$ cat config.mk
export PLATFORM = sky130hd
export DESIGN_NAME = debug_port
export DESIGN_NICKNAME = d
export VERILOG_FILES = /design/src/rtl/dbg_pkg.sv /design/src/rtl/tap_if.sv /design/src/rtl/tap_fsm.sv /design/src/rtl/debug_port.sv
export SDC_FILE = /design/constraint.sdc
export NUM_CORES = 1
export LEC_CHECK = 0
export ABC_AREA = 1
export ABC_CLOCK_PERIOD_IN_PS = 3800
export BUFFER_PORTS_ARGS = -buffer_cell sky130_fd_sc_hd__clkbuf_2
export CAP_MARGIN = 20
export CORE_MARGIN = 5
export CORE_UTILIZATION = 37
export CTS_CLUSTER_DIAMETER = 150
export DETAILED_ROUTE_END_ITERATION = 10
export SYNTH_ARGS = -nofsm -noshare
export SYNTH_HDL_FRONTEND = slang
export SYNTH_SLANG_ARGS = --single-unit
$ cat constraint.sdc
create_clock -name mclk_i -period 3.8 [get_ports mclk_i]
set_clock_uncertainty 0.05 [all_clocks]
set_input_delay 0.38 -clock mclk_i [delete_from_list [all_inputs] [get_ports mclk_i]]
set_output_delay 0.38 -clock mclk_i [all_outputs]
set_load 0.05 [all_outputs]
$ cat src/rtl/dbg_pkg.sv
// Shared constants and types for the debug, trace and test port
`default_nettype none
package dbg_pkg;
    // ************************************************
    // Trace values
    // ************************************************
    localparam logic [3:0] PST_HALT = 4'hF;
    localparam logic [3:0] PST_C = 4'hC;
    localparam logic [3:0] PST_D = 4'hD;
    localparam logic [3:0] PST_RST = 4'h0;
    localparam logic [3:0] DDATA_HALT = 4'hF;
    // ************************************************
    // Test port
    // ************************************************
    localparam logic [3:0] IR_CAPT = 4'h1;
    localparam logic [3:0] IR_BYPASS = 4'hF;
    localparam logic [1:0] STRAP_WAIT = 2'h3;
    // ************************************************
    // Serial debug link
    // ************************************************
    localparam int PKT_W = 17;
    localparam logic [4:0] PKT_LAST = 5'h10;
    localparam logic [4:0] PKT_CNT_RST = 5'h00;
    localparam int DEV_SERIAL_CLOCK_RATIO = 5;
    // Synchronised pin vector positions
    localparam int P_JEN = 0;
    localparam int P_TCK = 1;
    localparam int P_TMS = 2;
    localparam int P_TDI = 3;
    localparam int P_DSC = 4;
    localparam int P_DSI = 5;
    localparam int P_BKP = 6;
    localparam int PIN_N = 7;
    // ************************************************
    // State machines
    // ************************************************
    typedef enum logic [15:0] {
        ST_RESET = 16'h0001, ST_IDLE = 16'h0002, ST_SEL_DR = 16'h0004, ST_CAP_DR = 16'h0008,
        ST_SH_DR = 16'h0010, ST_EX1_DR = 16'h0020, ST_PA_DR = 16'h0040, ST_EX2_DR = 16'h0080,
        ST_UP_DR = 16'h0100, ST_SEL_IR = 16'h0200, ST_CAP_IR = 16'h0400, ST_SH_IR = 16'h0800,
        ST_EX1_IR = 16'h1000, ST_PA_IR = 16'h2000, ST_EX2_IR = 16'h4000, ST_UP_IR = 16'h8000
    } tap_state_t;
    typedef enum logic [2:0] {
        BRK_RUN = 3'h1,
        BRK_PEND = 3'h2,
        BRK_HALT = 3'h4
    } brk_state_t;
endpackage : dbg_pkg
`default_nettype wire

$ cat src/rtl/tap_if.sv
// Link between the port top and its test state machine
`default_nettype none
interface tap_if
    import dbg_pkg::*;
    ();
    logic tck_rise;
    logic tms;
    tap_state_t state;
    modport ctrl (input tck_rise, input tms, output state);
    modport user (output tck_rise, output tms, input state);
endinterface : tap_if
`default_nettype wire

$ cat src/rtl/tap_fsm.sv
// Sixteen-state test access port controller
`default_nettype none
module tap_fsm
    import dbg_pkg::*;
(
    // Clock and combined test reset
    input wire logic mclk_i,
    input wire logic rst_n_i,
    // Controller link
    tap_if.ctrl tap
);
    tap_state_t state_r;
    tap_state_t state_nxt;

    // ************************************************
    // Next state on each test clock rise
    // ************************************************
    always_comb begin
        state_nxt = state_r;
        if (tap.tck_rise) begin
            case (state_r)
                ST_RESET: state_nxt = tap.tms ? ST_RESET : ST_IDLE;
                ST_IDLE: state_nxt = tap.tms ? ST_SEL_DR : ST_IDLE;
                ST_SEL_DR: state_nxt = tap.tms ? ST_SEL_IR : ST_CAP_DR;
                ST_CAP_DR: state_nxt = tap.tms ? ST_EX1_DR : ST_SH_DR;
                ST_SH_DR: state_nxt = tap.tms ? ST_EX1_DR : ST_SH_DR;
                ST_EX1_DR: state_nxt = tap.tms ? ST_UP_DR : ST_PA_DR;
                ST_PA_DR: state_nxt = tap.tms ? ST_EX2_DR : ST_PA_DR;
                ST_EX2_DR: state_nxt = tap.tms ? ST_UP_DR : ST_SH_DR;
                ST_UP_DR: state_nxt = tap.tms ? ST_SEL_DR : ST_IDLE;
                ST_SEL_IR: state_nxt = tap.tms ? ST_RESET : ST_CAP_IR;
                ST_CAP_IR: state_nxt = tap.tms ? ST_EX1_IR : ST_SH_IR;
                ST_SH_IR: state_nxt = tap.tms ? ST_EX1_IR : ST_SH_IR;
                ST_EX1_IR: state_nxt = tap.tms ? ST_UP_IR : ST_PA_IR;
                ST_PA_IR: state_nxt = tap.tms ? ST_EX2_IR : ST_PA_IR;
                ST_EX2_IR: state_nxt = tap.tms ? ST_UP_IR : ST_SH_IR;
                ST_UP_IR: state_nxt = tap.tms ? ST_SEL_DR : ST_IDLE;
                default: state_nxt = ST_RESET;
            endcase
        end
    end

    // Test reset acts without any clock edge
    always_ff @(posedge mclk_i or negedge rst_n_i) begin
        if (!rst_n_i) begin
            state_r <= ST_RESET;
        end else begin
            state_r <= state_nxt;
        end
    end

    assign tap.state = state_r;
endmodule : tap_fsm
`default_nettype wire

$ cat src/rtl/debug_port.sv
// Debug support: test port, serial debug link, breakpoint and trace
//
// Summary of operation
// - Debug-select pin caught at reset picks test port or background debug port.
// - Test reset low initialises test logic at once, no clock needed.
// - Test state machine steps on mode-select sampled at test clock rise.
// - Test data input captured on test clock rise.
// - Test data output driven only in shift-IR and shift-DR, else floating.
// - Test data output changes only at test clock fall.
// - Serial clock level accepted after equal samples on two bus clock rises.
// - Validated serial clock rise samples serial input and steps serial output.
// - Serial output is registered, changes after validated serial clock high.
// - Breakpoint request halts processor after current instruction completes.
// - While halted, status and status/data outputs show all ones.
// - Breakpoint-disable set turns the request into a debug interrupt.
// - Status-clock-disable freezes clock and, once the status clock has started, trace outputs; clearing restarts them.
// - Status clock idle until first status value C, D or F.
// - Status clock rises mid-window of status and debug data outputs.
// - Debug data outputs show captured processor data and breakpoint status.
// - Combined status output is the AND of all four status bits.
// - Status reported synchronously to processor clock, not bus transfers.
`default_nettype none
module debug_port
    import dbg_pkg::*;
(
    // Clock and reset
    input wire logic mclk_i,
    input wire logic arst_n_i,
    // Test port pins
    input wire logic jtag_en_i,
    input wire logic trst_n_i,
    input wire logic tclk_i,
    input wire logic tms_i,
    input wire logic tdi_i,
    output logic tdo_o,
    output logic tdo_oe_o,
    output logic jtag_mode_o,
    output logic [3:0] test_instr_o,
    // Serial debug link pins
    input wire logic dev_serial_clock_i,
    input wire logic dev_serial_in_i,
    output logic dev_serial_out_o,
    // Packet side towards the debug module
    input wire logic [PKT_W-1:0] pkt_tx_data_i,
    output logic pkt_rx_valid_o,
    output logic [PKT_W-1:0] pkt_rx_data_o,
    // Breakpoint and core
    input wire logic breakpoint_request_i,
    input wire logic breakpoint_disable_i,
    input wire logic instr_done_i,
    input wire logic resume_i,
    input wire logic [3:0] core_status_i,
    input wire logic [3:0] core_data_i,
    output logic halt_o,
    output logic debug_irq_o,
    // Trace pins
    input wire logic status_clock_disable_i,
    output logic [3:0] processor_status_o,
    output logic [3:0] debug_data_o,
    output logic [7:0] status_data_bus_o,
    output logic status_all_ones_o,
    output logic status_clock_o
);
    // ************************************************
    // Pin synchronisers
    // ************************************************
    logic [PIN_N-1:0] pin_raw;
    logic [PIN_N-1:0] sync1_r;
    logic [PIN_N-1:0] sync2_r;
    assign pin_raw = {breakpoint_request_i, dev_serial_in_i, dev_serial_clock_i,
                      tdi_i, tms_i, tclk_i, jtag_en_i};
    always_ff @(posedge mclk_i or negedge arst_n_i) begin
        if (!arst_n_i) begin
            sync1_r <= '0;
            sync2_r <= '0;
        end else begin
            sync1_r <= pin_raw;
            sync2_r <= sync1_r;
        end
    end

    // ************************************************
    // Strap capture and edge history
    // ************************************************
    logic [1:0] strap_cnt_r, strap_cnt_nxt;
    logic jtag_mode_r, jtag_mode_nxt;
    logic tck_prev_r, ds_prev_r, ds_lvl_r, ds_lvl_nxt, bkp_prev_r;
    logic strap_done;
    assign strap_done = (strap_cnt_r == STRAP_WAIT);
    always_comb begin
        strap_cnt_nxt = strap_done ? strap_cnt_r : strap_cnt_r + 2'h1;
        // Pin waits out the synchroniser, then stays fixed until next reset
        jtag_mode_nxt = (strap_cnt_r == STRAP_WAIT - 2'h1) ? sync2_r[P_JEN] : jtag_mode_r;
        // Accept a level only when two bus clock rises agree
        ds_lvl_nxt = (sync2_r[P_DSC] == ds_prev_r) ? ds_prev_r : ds_lvl_r;
    end
    always_ff @(posedge mclk_i or negedge arst_n_i) begin
        if (!arst_n_i) begin
            strap_cnt_r <= 2'h0;
            jtag_mode_r <= 1'b0;
            tck_prev_r <= 1'b0;
            ds_prev_r <= 1'b0;
            ds_lvl_r <= 1'b0;
            bkp_prev_r <= 1'b0;
        end else begin
            strap_cnt_r <= strap_cnt_nxt;
            jtag_mode_r <= jtag_mode_nxt;
            tck_prev_r <= sync2_r[P_TCK];
            ds_prev_r <= sync2_r[P_DSC];
            ds_lvl_r <= ds_lvl_nxt;
            bkp_prev_r <= sync2_r[P_BKP];
        end
    end
    assign jtag_mode_o = jtag_mode_r;

    // ************************************************
    // Test port datapath
    // ************************************************
    logic tap_rst_n, tck_rise, tck_fall;
    logic [3:0] ir_sh_r, ir_sh_nxt, ir_r, ir_nxt;
    logic byp_r, byp_nxt, tdo_r, tdo_nxt, tdo_oe_r, tdo_oe_nxt;
    tap_if tap ();
    // Pin reset joins system reset; glitches on it reset the test logic
    assign tap_rst_n = arst_n_i & trst_n_i;
    assign tck_rise = jtag_mode_r & strap_done & sync2_r[P_TCK] & ~tck_prev_r;
    assign tck_fall = jtag_mode_r & strap_done & ~sync2_r[P_TCK] & tck_prev_r;
    assign tap.tck_rise = tck_rise;
    assign tap.tms = sync2_r[P_TMS];
    tap_fsm u_tap (
        .mclk_i (mclk_i),
        .rst_n_i (tap_rst_n),
        .tap (tap)
    );
    always_comb begin
        ir_sh_nxt = ir_sh_r;
        ir_nxt = ir_r;
        byp_nxt = byp_r;
        tdo_nxt = tdo_r;
        tdo_oe_nxt = tdo_oe_r;
        if (tck_rise) begin
            case (tap.state)
                ST_RESET: ir_nxt = IR_BYPASS;
                ST_CAP_IR: ir_sh_nxt = IR_CAPT;
                ST_SH_IR: ir_sh_nxt = {sync2_r[P_TDI], ir_sh_r[3:1]};
                ST_UP_IR: ir_nxt = ir_sh_r;
                ST_CAP_DR: byp_nxt = 1'b0;
                ST_SH_DR: byp_nxt = sync2_r[P_TDI];
                default: byp_nxt = byp_r;
            endcase
        end
        if (tck_fall) begin
            tdo_nxt = (tap.state == ST_SH_IR) ? ir_sh_r[0] : byp_r;
            tdo_oe_nxt = (tap.state == ST_SH_IR) || (tap.state == ST_SH_DR);
        end
    end
    always_ff @(posedge mclk_i or negedge tap_rst_n) begin
        if (!tap_rst_n) begin
            ir_sh_r <= IR_CAPT;
            ir_r <= IR_BYPASS;
            byp_r <= 1'b0;
            tdo_r <= 1'b0;
            tdo_oe_r <= 1'b0;
        end else begin
            ir_sh_r <= ir_sh_nxt;
            ir_r <= ir_nxt;
            byp_r <= byp_nxt;
            tdo_r <= tdo_nxt;
            tdo_oe_r <= tdo_oe_nxt;
        end
    end
    assign tdo_o = tdo_r;
    assign tdo_oe_o = tdo_oe_r;
    assign test_instr_o = ir_r;

    // ************************************************
    // Serial debug link
    // ************************************************
    logic ds_rise;
    logic [4:0] bit_cnt_r, bit_cnt_nxt;
    logic [PKT_W-1:0] rx_sh_r, rx_sh_nxt, tx_sh_r, tx_sh_nxt;
    logic dso_r, dso_nxt, rx_vld_r, rx_vld_nxt;
    // Link is dead while the shared pins serve the test port
    assign ds_rise = ~jtag_mode_r & strap_done & ds_lvl_nxt & ~ds_lvl_r;
    always_comb begin
        bit_cnt_nxt = bit_cnt_r;
        rx_sh_nxt = rx_sh_r;
        tx_sh_nxt = tx_sh_r;
        dso_nxt = dso_r;
        rx_vld_nxt = 1'b0;
        if (ds_rise) begin
            rx_sh_nxt = {rx_sh_r[PKT_W-2:0], sync2_r[P_DSI]};
            dso_nxt = tx_sh_r[PKT_W-1];
            tx_sh_nxt = {tx_sh_r[PKT_W-2:0], 1'b0};
            if (bit_cnt_r == PKT_LAST) begin
                bit_cnt_nxt = PKT_CNT_RST;
                rx_vld_nxt = 1'b1;
                tx_sh_nxt = pkt_tx_data_i;
            end else begin
                bit_cnt_nxt = bit_cnt_r + 5'h01;
            end
        end
    end
    always_ff @(posedge mclk_i or negedge arst_n_i) begin
        if (!arst_n_i) begin
            bit_cnt_r <= PKT_CNT_RST;
            rx_sh_r <= '0;
            tx_sh_r <= '0;
            dso_r <= 1'b0;
            rx_vld_r <= 1'b0;
        end else begin
            bit_cnt_r <= bit_cnt_nxt;
            rx_sh_r <= rx_sh_nxt;
            tx_sh_r <= tx_sh_nxt;
            dso_r <= dso_nxt;
            rx_vld_r <= rx_vld_nxt;
        end
    end
    assign dev_serial_out_o = dso_r;
    assign pkt_rx_valid_o = rx_vld_r;
    assign pkt_rx_data_o = rx_sh_r;

    // ************************************************
    // Breakpoint handling
    // ************************************************
    brk_state_t brk_r, brk_nxt;
    logic irq_nxt, irq_r;
    always_comb begin
        brk_nxt = brk_r;
        irq_nxt = 1'b0;
        case (brk_r)
            BRK_RUN: if (sync2_r[P_BKP] && !bkp_prev_r) brk_nxt = BRK_PEND;
            BRK_PEND: begin
                if (instr_done_i) begin
                    brk_nxt = breakpoint_disable_i ? BRK_RUN : BRK_HALT;
                    irq_nxt = breakpoint_disable_i;
                end
            end
            BRK_HALT: if (resume_i) brk_nxt = BRK_RUN;
            default: brk_nxt = BRK_RUN;
        endcase
    end
    always_ff @(posedge mclk_i or negedge arst_n_i) begin
        if (!arst_n_i) begin
            brk_r <= BRK_RUN;
            irq_r <= 1'b0;
        end else begin
            brk_r <= brk_nxt;
            irq_r <= irq_nxt;
        end
    end
    assign halt_o = (brk_r == BRK_HALT);
    assign debug_irq_o = irq_r;

    // ************************************************
    // Trace outputs and status clock
    // ************************************************
    logic started_r, started_nxt, phase_r, phase_nxt, load;
    logic [3:0] pst_r, pst_nxt, dd_r, dd_nxt;
    logic all_r, all_nxt;
    always_comb begin
        // Reset exception start is marked by the first C, D or F status
        started_nxt = started_r | (core_status_i == PST_C) | (core_status_i == PST_D)
                      | (core_status_i == PST_HALT) | halt_o;
        // Frozen clock keeps its level; probe must resync after release
        phase_nxt = (started_r && !status_clock_disable_i) ? ~phase_r : phase_r;
        // New value two cycles wide, clock rises one cycle in
        load = !started_r || (phase_r && !status_clock_disable_i);
        pst_nxt = pst_r;
        dd_nxt = dd_r;
        if (load) begin
            pst_nxt = halt_o ? PST_HALT : core_status_i;
            dd_nxt = halt_o ? DDATA_HALT : core_data_i;
        end
        all_nxt = &pst_nxt;
    end
    always_ff @(posedge mclk_i or negedge arst_n_i) begin
        if (!arst_n_i) begin
            started_r <= 1'b0;
            phase_r <= 1'b0;
            pst_r <= PST_RST;
            dd_r <= PST_RST;
            all_r <= 1'b0;
        end else begin
            started_r <= started_nxt;
            phase_r <= phase_nxt;
            pst_r <= pst_nxt;
            dd_r <= dd_nxt;
            all_r <= all_nxt;
        end
    end
    assign status_clock_o = phase_r;
    assign processor_status_o = pst_r;
    assign debug_data_o = dd_r;
    assign status_data_bus_o = {dd_r, pst_r};
    assign status_all_ones_o = all_r;
endmodule : debug_port
`default_nettype wire

# == Yosys cells after proc, flatten, opt, wreduce, memory -nomap -nowiden ==
# Cells that the tools add are included.
# Widths: inputs -> output; s select.
# totals
ff_bits,104
word_cells,126
output_inout_bits,46
input_bits,39
# classes
n_eq_ne,29
mux,32
bitwise,18
reduce_logical,19
addsub,2
# op_table
op,count
$pmux 16 s12,1
$mux 16,2
$mux 9,2
$mux 17,1
$eq 16x1->1 const B,1
$eq 16x10->1 const B,1
$eq 16x11->1 const B,1
$eq 16x12->1 const B,1
$eq 16x13->1 const B,1
$eq 16x14->1 const B,1
$eq 16x15->1 const B,1
$eq 16x16->1 const B,1
$eq 16x2->1 const B,1
$eq 16x3->1 const B,1
$eq 16x4->1 const B,1
$eq 16x5->1 const B,1
$eq 16x6->1 const B,1
$eq 16x7->1 const B,1
$eq 16x8->1 const B,1
$eq 16x9->1 const B,1
$pmux 4 s2,2
$mux 15,1
$mux 3,5
$mux 13,1
32 further kinds,69

# == Depth between registers and ports, before layout ==
# Gate-level depths: netlist of run 1.
# depth
ltp_word,5
ltp_mapped,11
mapped_depth_nobuf,11

# == Hierarchy ==
# A second synthesis of run 1 with hierarchy kept.
# unflattened
hier_cells,602
hier_area_um2,4888.4
# by_module_without_submodules
mod,cells_per_inst,area_per_inst_um2,seq_area_each_um2,n_inst
debug_port,463,3870.0,2209.6,1
tap_fsm,139,1018.5,401.6,1

# == Worst setup path after synthesis of run 1 ==
# No wires, ideal clock.
# synth_path
path_type,register -> register
start,reg phase_r (netlist: status_clock_o)
end,reg all_r (netlist: status_all_ones_o)
setup_slack_ns,2.124
required_time_ns,3.621
path_stages_with_launch,6
synth_period_minus_slack_ns,1.676
arrival_time_ns,1.497
path_buffers,0
setup_ns,0.129
cell_sequence,dfrtp_1 -> inv_1 -> o21ai_2 -> nand2_1 -> o22ai_1 -> nor4_1
# synth_via
elab_chain_cells,4
# synth_rtl
item,line,source
"start, declared",debug_port.sv:257,"logic started_r, started_nxt, phase_r, phase_nxt, load;"
"start signal, assigned",debug_port.sv:285,phase_r <= phase_nxt;
$logic_and 1x1->1,debug_port.sv:267,load = !started_r || (phase_r && !status_clock_disable_i);
$logic_or 1x1->1,debug_port.sv:267,
$mux 4,debug_port.sv:270,if (load) begin
$reduce_and 4->1,debug_port.sv:274,all_nxt = &pst_nxt;
net all_nxt,debug_port.sv:259,"logic all_r, all_nxt;"
"end signal, assigned",debug_port.sv:288,all_r <= all_nxt;
"end, declared",debug_port.sv:259,
# The timed path passes the listed nets, and every way through them passes these cells.
# A chain may end at the register's enable or synchronous reset.

# == Final worst setup path of run 1 ==
# layout_path
start,reg strap_cnt_r[0]
end,reg bit_cnt_r[2]
# layout_via
elab_chain_cells,4
# layout_rtl
item,line,source
"start, declared",debug_port.sv:85,"logic [1:0] strap_cnt_r, strap_cnt_nxt;"
"start signal, assigned",debug_port.sv:106,strap_cnt_r <= strap_cnt_nxt;
$eq 2x2->1,debug_port.sv:89,assign strap_done = (strap_cnt_r == STRAP_WAIT);
$and 1x1->1 (3 in a row),debug_port.sv:183,assign ds_rise = ~jtag_mode_r & strap_done & ds_lvl_nxt & ~ds_lvl_r;
"end signal, assigned",debug_port.sv:211,bit_cnt_r <= bit_cnt_nxt;
"end, declared",debug_port.sv:179,"logic [4:0] bit_cnt_r, bit_cnt_nxt;"
# Every way passes these cells.

==> reports/qor.yml, run 1 <==
status:
  status: "complete, but fails checks"
  failed_checks: "negative hold slack"
yosys:
  yosysWarnings: 0
  ys_top_cells_by_area: "dfrtp_1 (54%), nand2_1 (8.3%), nor2_1 (6.7%), dfstp_2 (4.1%), inv_1 (4.0%)"
  syn_nets: 527
  synth_compound_area_share_pct: 9.667
  syn_area_sq_um: 4504
  synth-simple-area-share_pct: 22.31
  synth_top_area_share_pct: 53.89
  synthXorXnorAreaFrac_pct: 0.5833
  synth_cells: 484
  seq_area_frac_synth_pct: 57.97
  ys_types: 39
  synth_top_cell_by_area: "dfrtp_1"
  synth_seq_cells: 104
  synthMuxAreaShare_pct: 0.4722
  synthArstFlopShare_pct: 100.0
  synth_fa_ha_area_share_pct: 1.361
  syn_area_per_cell_sq_um: 9.306
  synth_top_flop_cell: "dfrtp_1"
  synth_top_family_by_area: "simple AND/OR/NAND/NOR gates"
  synth_edf_count: 0
global_route:
  antenna_found_initial: 0
  grt_pass1_vias: 3337
  grtUsageTotal_pct: 13.09
  grt_max_degree: 78
  grt_pass1_wl_um: 15400
  globalRouteOverflowTotal: 0
worst_setup_path:
  crit_chain: "ha_1 -> nor3b_2 -> nand2_2 -> inv_2 -> buf_4 -> a21oi_1 -> nor3_1"
  start_kind: "flip-flop"
  crit_type: "reg -> reg"
  cp_max_fo: 37
  endpoint_kind: "flip-flop"
  worstPathRequired_ns: 4.01
  slowest_stage: "dfrtp_1"
  critPathArrivalTime_ns: 2.36
  critPathMaxStageDelay_ns: 0.40
  rrSetupSlack_ns: 1.64
route:
  post-route-drc-count: 0
  drt-initial-drc-count: 160
  antenna_left: 0
  vias: 3403
  wl_per_cell_um: 12.84
  wl_um: 9195
  first_pass_iters: 4
  vias_per_cell: 4.753
clock_network:
  worstSkewPairLatency_ns: 0.34
  htreeDepth: 3
  clockBufferDepth: 2
  ctsHoldBuffers: 0
  root_buffer: "clkbuf_16"
  clkSinkCount: 104
  cts-resized-gates: 0
  cts_setup_buffers: 0
  clkSlewWorstSetupHoldPaths_ns: 0.07
  cts_tree: "built"
  cts_buffers: 9
layout:
  area_growth_pct: 17.86
  stdcell_count: 716
  drive_gt1_share_pct: 23.90
  diodes: 0
  fillers: 1134
  nNetsFinal: 607
sta:
  fmax_mhz: 463.7
  rsz0062_at_grt: "false"
  maxSlewHeadroom_pct: 36.69
  min_period_ns: 2.156
  fin_crit_sh_pct: 56.75
  final_max_slew_viol_count: 0
  finalHoldViolations: 4
  tns_ns: 0
  setup_viol: 0
  hold_ws_ns: -0.01304
  max_slew.worst_pin.slew_ns: 0.9497
placement:
  portBuffers: 84
  hpwl_um: 6553
  dp.cells: 699
  gp_congestion: 0.8313
floorplan:
  core_area_sq_um: 11960
  fp.dieH_um: 120.3
  start_util_pct: 37.66
  dieArea_sq_um: 14480
  rows: 40
  io_pins: 85
  die-width_um: 120.3
power_and_ir_drop:
  vdd_ir_drop_max_uv: 289.2
  powerDensity_nw_per_um2: 643.2
  leakage_nw: 2.607
job:
  maxCapViolCount: 0
min_path:
  hold_class: "in -> async"
## synth_stat cells (2+ instances only)
| cell | count |
|---|---|
| nor2_2 | 3 |
| nand2_1 | 99 |
| nor2_1 | 80 |
| xnor2_1 | 2 |
| nor3_1 | 6 |
| ha_1 | 4 |
| nand4_1 | 3 |
| o211ai_1 | 3 |
| buf_6 | 5 |
| o21ai_1 | 3 |
| inv_1 | 48 |
| inv_2 | 4 |
| o21ai_0 | 17 |
| o22ai_1 | 27 |
| dfstp_2 | 7 |
| nand3_1 | 20 |
| nand2_2 | 7 |
| buf_4 | 11 |
| a21oi_1 | 11 |
| nor2_4 | 4 |
| o22a_1 | 4 |
| a31oi_1 | 2 |
| dfrtp_1 | 97 |
| buf_2 | 2 |
## area by class of cell
cell class	instances	area, sq um	area share (%)
Sequential cell	104	2611	49.19
Multi-Input combinational cell	310	1549	29.18
Timing Repair Buffer	87	465.4	8.767
Clock buffer	9	225.2	4.242
Inverter	52	195.2	3.677
Tap cell	147	183.9	3.465
Clock inverter	7	78.83	1.485
## critical path: cells and delay by family, from the launching register on
family / cells / cell delay, ns
buffers and inverters: 2 / 0.51
adder cells (fa/ha/maj): 1 / 0.31
flip-flops: 1 / 0.40
AO/OA/AOI/OAI: 1 / 0.11
AND/OR/NAND/NOR: 3 / 0.68
## metal layers
metal	vias to the layer above	wire (um)	GRT usage [%]
met5	-	0	0
met1	1607	4279	17.23
li1	1725	-	-
met3	10	396	3.274
met4	0	123	5.807
met2	61	4395	20.51
## final timing paths
kind                                    start           end  depth (start not counted)
max reg2reg                    strap_cnt_r[0]  bit_cnt_r[2]                          7
max in group asynchronous            arst_n_i    sync1_r[2]                          2
min in group mclk_i        dev_serial_clock_i    sync1_r[4]                          1
min                                  trst_n_i    ir_sh_r[1]                          3
min reg2reg                        sync1_r[6]    sync2_r[6]                          0
max                            strap_cnt_r[0]  bit_cnt_r[2]                          7
## placed cells by master, fill, tap and decap left out, drive strengths merged, types with 6 or more instances in the layout
cell type	instances
dfrtp	97
nor2	88
dfstp	7
o21ai	21
o22ai	27
nand2	106
clkbuf	92
nand3	21
a21oi	12
nor3	6
inv	55
## power by group
| group | total [mW] | switching (mW) | internal (mW) | leakage, nW |
|---|---|---|---|---|
| registers | 1.48 | 0.139 | 1.34 | 1.26 |
| logic | 1.00 | 0.728 | 0.274 | 1.21 |
| clock network | 0.935 | 0.417 | 0.518 | 0.139 |
| total | 3.41 | 1.28 | 2.13 | 2.61 |
## cells by family (layout without fill, tap and decap cells)
kind of cell	Yosys count	count (layout)
simple gates	228	228
fa+ha+maj	5	5
xor+xnor	3	3
mux	2	2
flops	104	104
buf+inv	70	155
compound gates	72	72
## through the flow
step / total power, mW / setup slack [ns] / area [sq um] / util (%)
finish: 3.415 / 1.644 / 5309 / 44.38
global route: 3.608 / 1.426 / 5309 / 44.38
CTS: 3.448 / 1.611 / 5281 / 44.15
detailed placement: 2.505 / 1.650 / 4977 / 41.61
global placement: 2.488 / 1.713 / 4977 / 41.61
floorplan: 2.281 / 2.124 / 4504 / -
## state kept, by name, summed over array words and instances (netlist names), 2 cells and up
register and count:
processor_status_o 4, sync2_r 7, bit_cnt_r 5, brk_r 3, pkt_rx_data_o 17, ir_sh_r 4, tx_sh_r 17, u_tap.tap.state 16
test_instr_o 4, debug_data_o 4, strap_cnt_r 2, sync1_r 7
No activity file was read; power rests on OpenSTA's default activity.
==> run 2: changes to the inputs <==
- ABC_AREA: 1 -> 0
- ABC_CLOCK_PERIOD_IN_PS: 3800 -> 1900
- clock period: 3.8 -> 1.9 ns (I/O delays scaled with it)
==> run 2 against run 1 <==
The flow finishes with violations (negative setup slack). Die area rose by 1.0%. Final area rose by 15%. Wire length rose by 11%. Cell count rose by 3.5%. Combinational power rose to 2.6 times the previous value. Clock power rose by 89%. Critical path type unchanged.
==> reports/qor.yml, run 2 <==
sta:
  maxSlewHeadroom_pct: 63.55  # was 36.69%
  finalHoldViolations: 0  # was 4
  rsz0062_at_grt: "true"  # was false
  final_max_slew_viol_count: 0  # unchanged
  max_slew.worst_pin.slew_ns: 0.5429  # was 0.9497 ns
  tns_ns: -5.793  # was 0 ns
  fin_crit_sh_pct: 122.8  # was 56.75%
  hold_ws_ns: 0.01451  # was -0.01304 ns
  fin_ws_ns: -0.4325  # was 1.644 ns
  min_period_ns: 2.332  # was 2.156 ns
  fmax_mhz: 428.7  # was 463.7 MHz
  setup_viol: 23  # was 0
route:
  vias: 3624  # was 3403
  antenna_left: 0  # unchanged
  drt-initial-drc-count: 192  # was 160
  routed.top_layer: "met4"  # unchanged
  first_pass_iters: 4  # unchanged
  wl_met1_um: 4607  # was 4279 um
  wl_met2_um: 4902  # was 4395 um
  wl_per_cell_um: 13.82  # was 12.84 um
  post-route-drc-count: 0  # unchanged
  vias_per_cell: 4.891  # was 4.753
  met3_length_um: 585  # was 396 um
  wl_um: 10240  # was 9195 um
layout:
  drive_gt1_share_pct: 34.21  # was 23.90%
  mostFrequentLayoutCells: "dfrtp_1 (97), nand2_1 (91), clkbuf_2 (83)"  # was nand2_1 (99), dfrtp_1 (97), clkbuf_2 (83)
  fillers: 1110  # was 1134
  stdcell_count: 741  # was 716
  area_growth_pct: 34.23  # was 17.86%
  final_area_sq_um: 6113  # was 5309 sq um
  final_common_cell: "dfrtp_1"  # was nand2_1
  diodes: 0  # unchanged
  nNetsFinal: 611  # was 607
floorplan:
  start_util_pct: 37.76  # was 37.66%
  die-width_um: 120.9  # was 120.3 um
  dieArea_sq_um: 14630  # was 14480 sq um
  io_pins: 85  # unchanged
  fp.dieH_um: 120.9  # was 120.3 um
  rows: 40  # unchanged
  core_area_sq_um: 12060  # was 11960 sq um
status:
  status: "complete, but fails checks"  # unchanged
  failed_checks: "negative setup slack"  # was negative hold slack
yosys:
  synth_edf_count: 0  # unchanged
  ys_types: 52  # was 39
  syn_area_sq_um: 4554  # was 4504 sq um
  synthArstFlopShare_pct: 100.0  # unchanged
  yosysWarnings: 0  # unchanged
  seq_area_frac_synth_pct: 57.34  # was 57.97%
  synth_top_area_share_pct: 53.30  # was 53.89%
  synth_most_common_cell: "dfrtp_1"  # was nand2_1
  syn_area_per_cell_sq_um: 10.30  # was 9.306 sq um
  synth_top_cell_by_area: "dfrtp_1"  # unchanged
  synth_seq_cells: 104  # unchanged
  synth_cells: 442  # was 484
  ys_top_cells_by_area: "dfrtp_1 (53%), nand2_1 (7.7%), dfstp_2 (4.0%), mux2i_1 (3.7%), o21ai_0 (3.6%)"  # was dfrtp_1 (54%), nand2_1 (8.3%), nor2_1 (6.7%), dfstp_2 (4.1%), inv_1 (4.0%)
  synth_top_flop_cell: "dfrtp_1"  # unchanged
  syn_nets: 485  # was 527
  synth.top_cells.by_count: "dfrtp_1 (97), nand2_1 (94), o21ai_0 (33)"  # was nand2_1 (99), dfrtp_1 (97), nor2_1 (80)
clock_network:
  clkSlewWorstSetupHoldPaths_ns: 0.07  # about the same
  cts_tree: "built"  # unchanged
  worstSkewPairLatency_ns: 0.35  # was 0.34 ns
  clkSinkCount: 104  # unchanged
  root_buffer: "clkbuf_16"  # unchanged
  clockBufferDepth: 2  # unchanged
  htreeDepth: 3  # unchanged
  cts_buffers: 9  # unchanged
power_and_ir_drop:
  leakage_nw: 2.858  # was 2.607 nW
  vdd_ir_drop_max_uv: 1189  # was 289.2 uV
  powerDensity_nw_per_um2: 1176  # was 643.2 nW/um^2
worst_setup_path:
  endpoint_kind: "flip-flop"  # unchanged
  critPathArrivalTime_ns: 2.57  # was 2.36 ns
  reg2regPathDepth: 5  # was 7
  start_kind: "flip-flop"  # unchanged
  crit_type: "reg -> reg"  # unchanged
  cp_max_fo: 2  # was 37
  worstPathRequired_ns: 2.13  # was 4.01 ns
placement:
  dpl-instance-area_sq_um: 5449  # was 4977 sq um
  portBuffers: 84  # unchanged
  dp.cells: 706  # was 699
  hpwl_um: 7083  # was 6553 um
  gp_congestion: 0.8354  # was 0.8313
global_route:
  globalRouteOverflowTotal: 0  # unchanged
  grtUsageTotal_pct: 14.46  # was 13.09%
  antenna_found_initial: 0  # unchanged
  grt_pass1_wl_um: 17080  # was 15400 um
  grt_pass1_vias: 3557  # was 3337
  grt_max_degree: 52  # was 78
min_path:
  hold_class: "in -> reg"  # was in -> async
  min_path_cells: 2
job:
  maxCapViolCount: 0  # unchanged
-- run 2: cell types whose count changed after synthesis, sizes merged, moves of 5 or more --
| cell | change |
|---|---|
| nor3 | +8 |
| buf | -5 |
| nor2 | -72 |
| nand3 | -12 |
| nand2 | -12 |
| clkbuf | +20 |
| o21ai | +13 |
| nor4 | +6 |
| o22ai | -25 |
| or3 | +6 |
| mux2i | +16 |
| inv | -42 |
| or4 | +6 |
-- run 2: power breakdown --
group / switching (mW) / internal [mW] / leakage [nW] / total, mW
clock: 0.869 / 0.898 / 0.121 / 1.77
sequential: 0.249 / 2.62 / 1.30 / 2.87
combinational: 1.71 / 0.849 / 1.44 / 2.56
total: 2.83 / 4.36 / 2.86 / 7.19
-- run 2: per-stage QoR --
step	power [mW]	worst slack, ns	util (%)
6_report	7.191	-0.4325	50.68
5_1_grt	7.560	-0.4868	50.68
4_1_cts	7.219	-0.4428	49.98
3_5_place_dp	5.272	-0.4423	45.18
3_3_place_gp	5.248	-0.4326	45.18
2_1_floorplan	4.638	-0.5997	-
-- run 2: kinds of logic (layout without fill, tap and decap cells) --
kind of cell / after synthesis / after routing / synth area share (%)
flops: 104 / 104 / 57.34
compound gates: 78 / 78 / 10.82
fa+ha+maj: 5 / 5 / 1.319
buf+inv: 43 / 174 / 4.478
mux: 18 / 18 / 3.983
xor+xnor: 11 / 11 / 2.115
simple gates: 183 / 183 / 19.95
-- run 2: area by class of cell --
cell class	instances	area, sq um	area share [%]
timing repair buffer	148	993.5	16.25
clock inverter	7	55.05	0.9005
tap	168	210.2	3.438
clock buffer	9	225.2	3.684
inverter	10	37.54	0.6140
multi-input combinational	295	1981	32.40
sequential	104	2611	42.71
-- run 2: layer usage --
layer | global-route usage (%) | vias up
li1 | - | 1787
met1 | 18.75 | 1730
met2 | 23.38 | 97
met3 | 3.683 | 10
met4 | 5.312 | 0
met5 | 0 | -
-- run 2: worst max-delay path: stages, from the launching register on --
cell and delay [ns]:
dfrtp_1 0.39, or4_4 0.55, or4_4 0.50, or4b_4 0.49, a211oi_2 0.19, a21o_1 0.10
-- run 2: repair_timing --
action | in CTS | in global routing
pin swaps | 8 | 14
endpoints found under the setup margin | 23 | 24
buffers inserted | 3 | 5
endpoints found under the hold margin | 55 | 0
hold buffers | 12 | 0
gates resized for setup | 34 | 15
-- run 2: path summary, 6_finish.rpt --
kind | slack (ns) | startpoint | to
min | 0.01 | core_data_i[0] | debug_data_o[0]
max reg2reg | -0.43 | u_tap.tap.state[15] | u_tap.tap.state[4]
min in group asynchronous | 0.24 | arst_n_i | tx_sh_r[13]
max | -0.43 | u_tap.tap.state[15] | u_tap.tap.state[4]
min reg2reg | 0.30 | sync1_r[6] | sync2_r[6]
max in group asynchronous | 0.74 | arst_n_i | u_tap.tap.state[0]
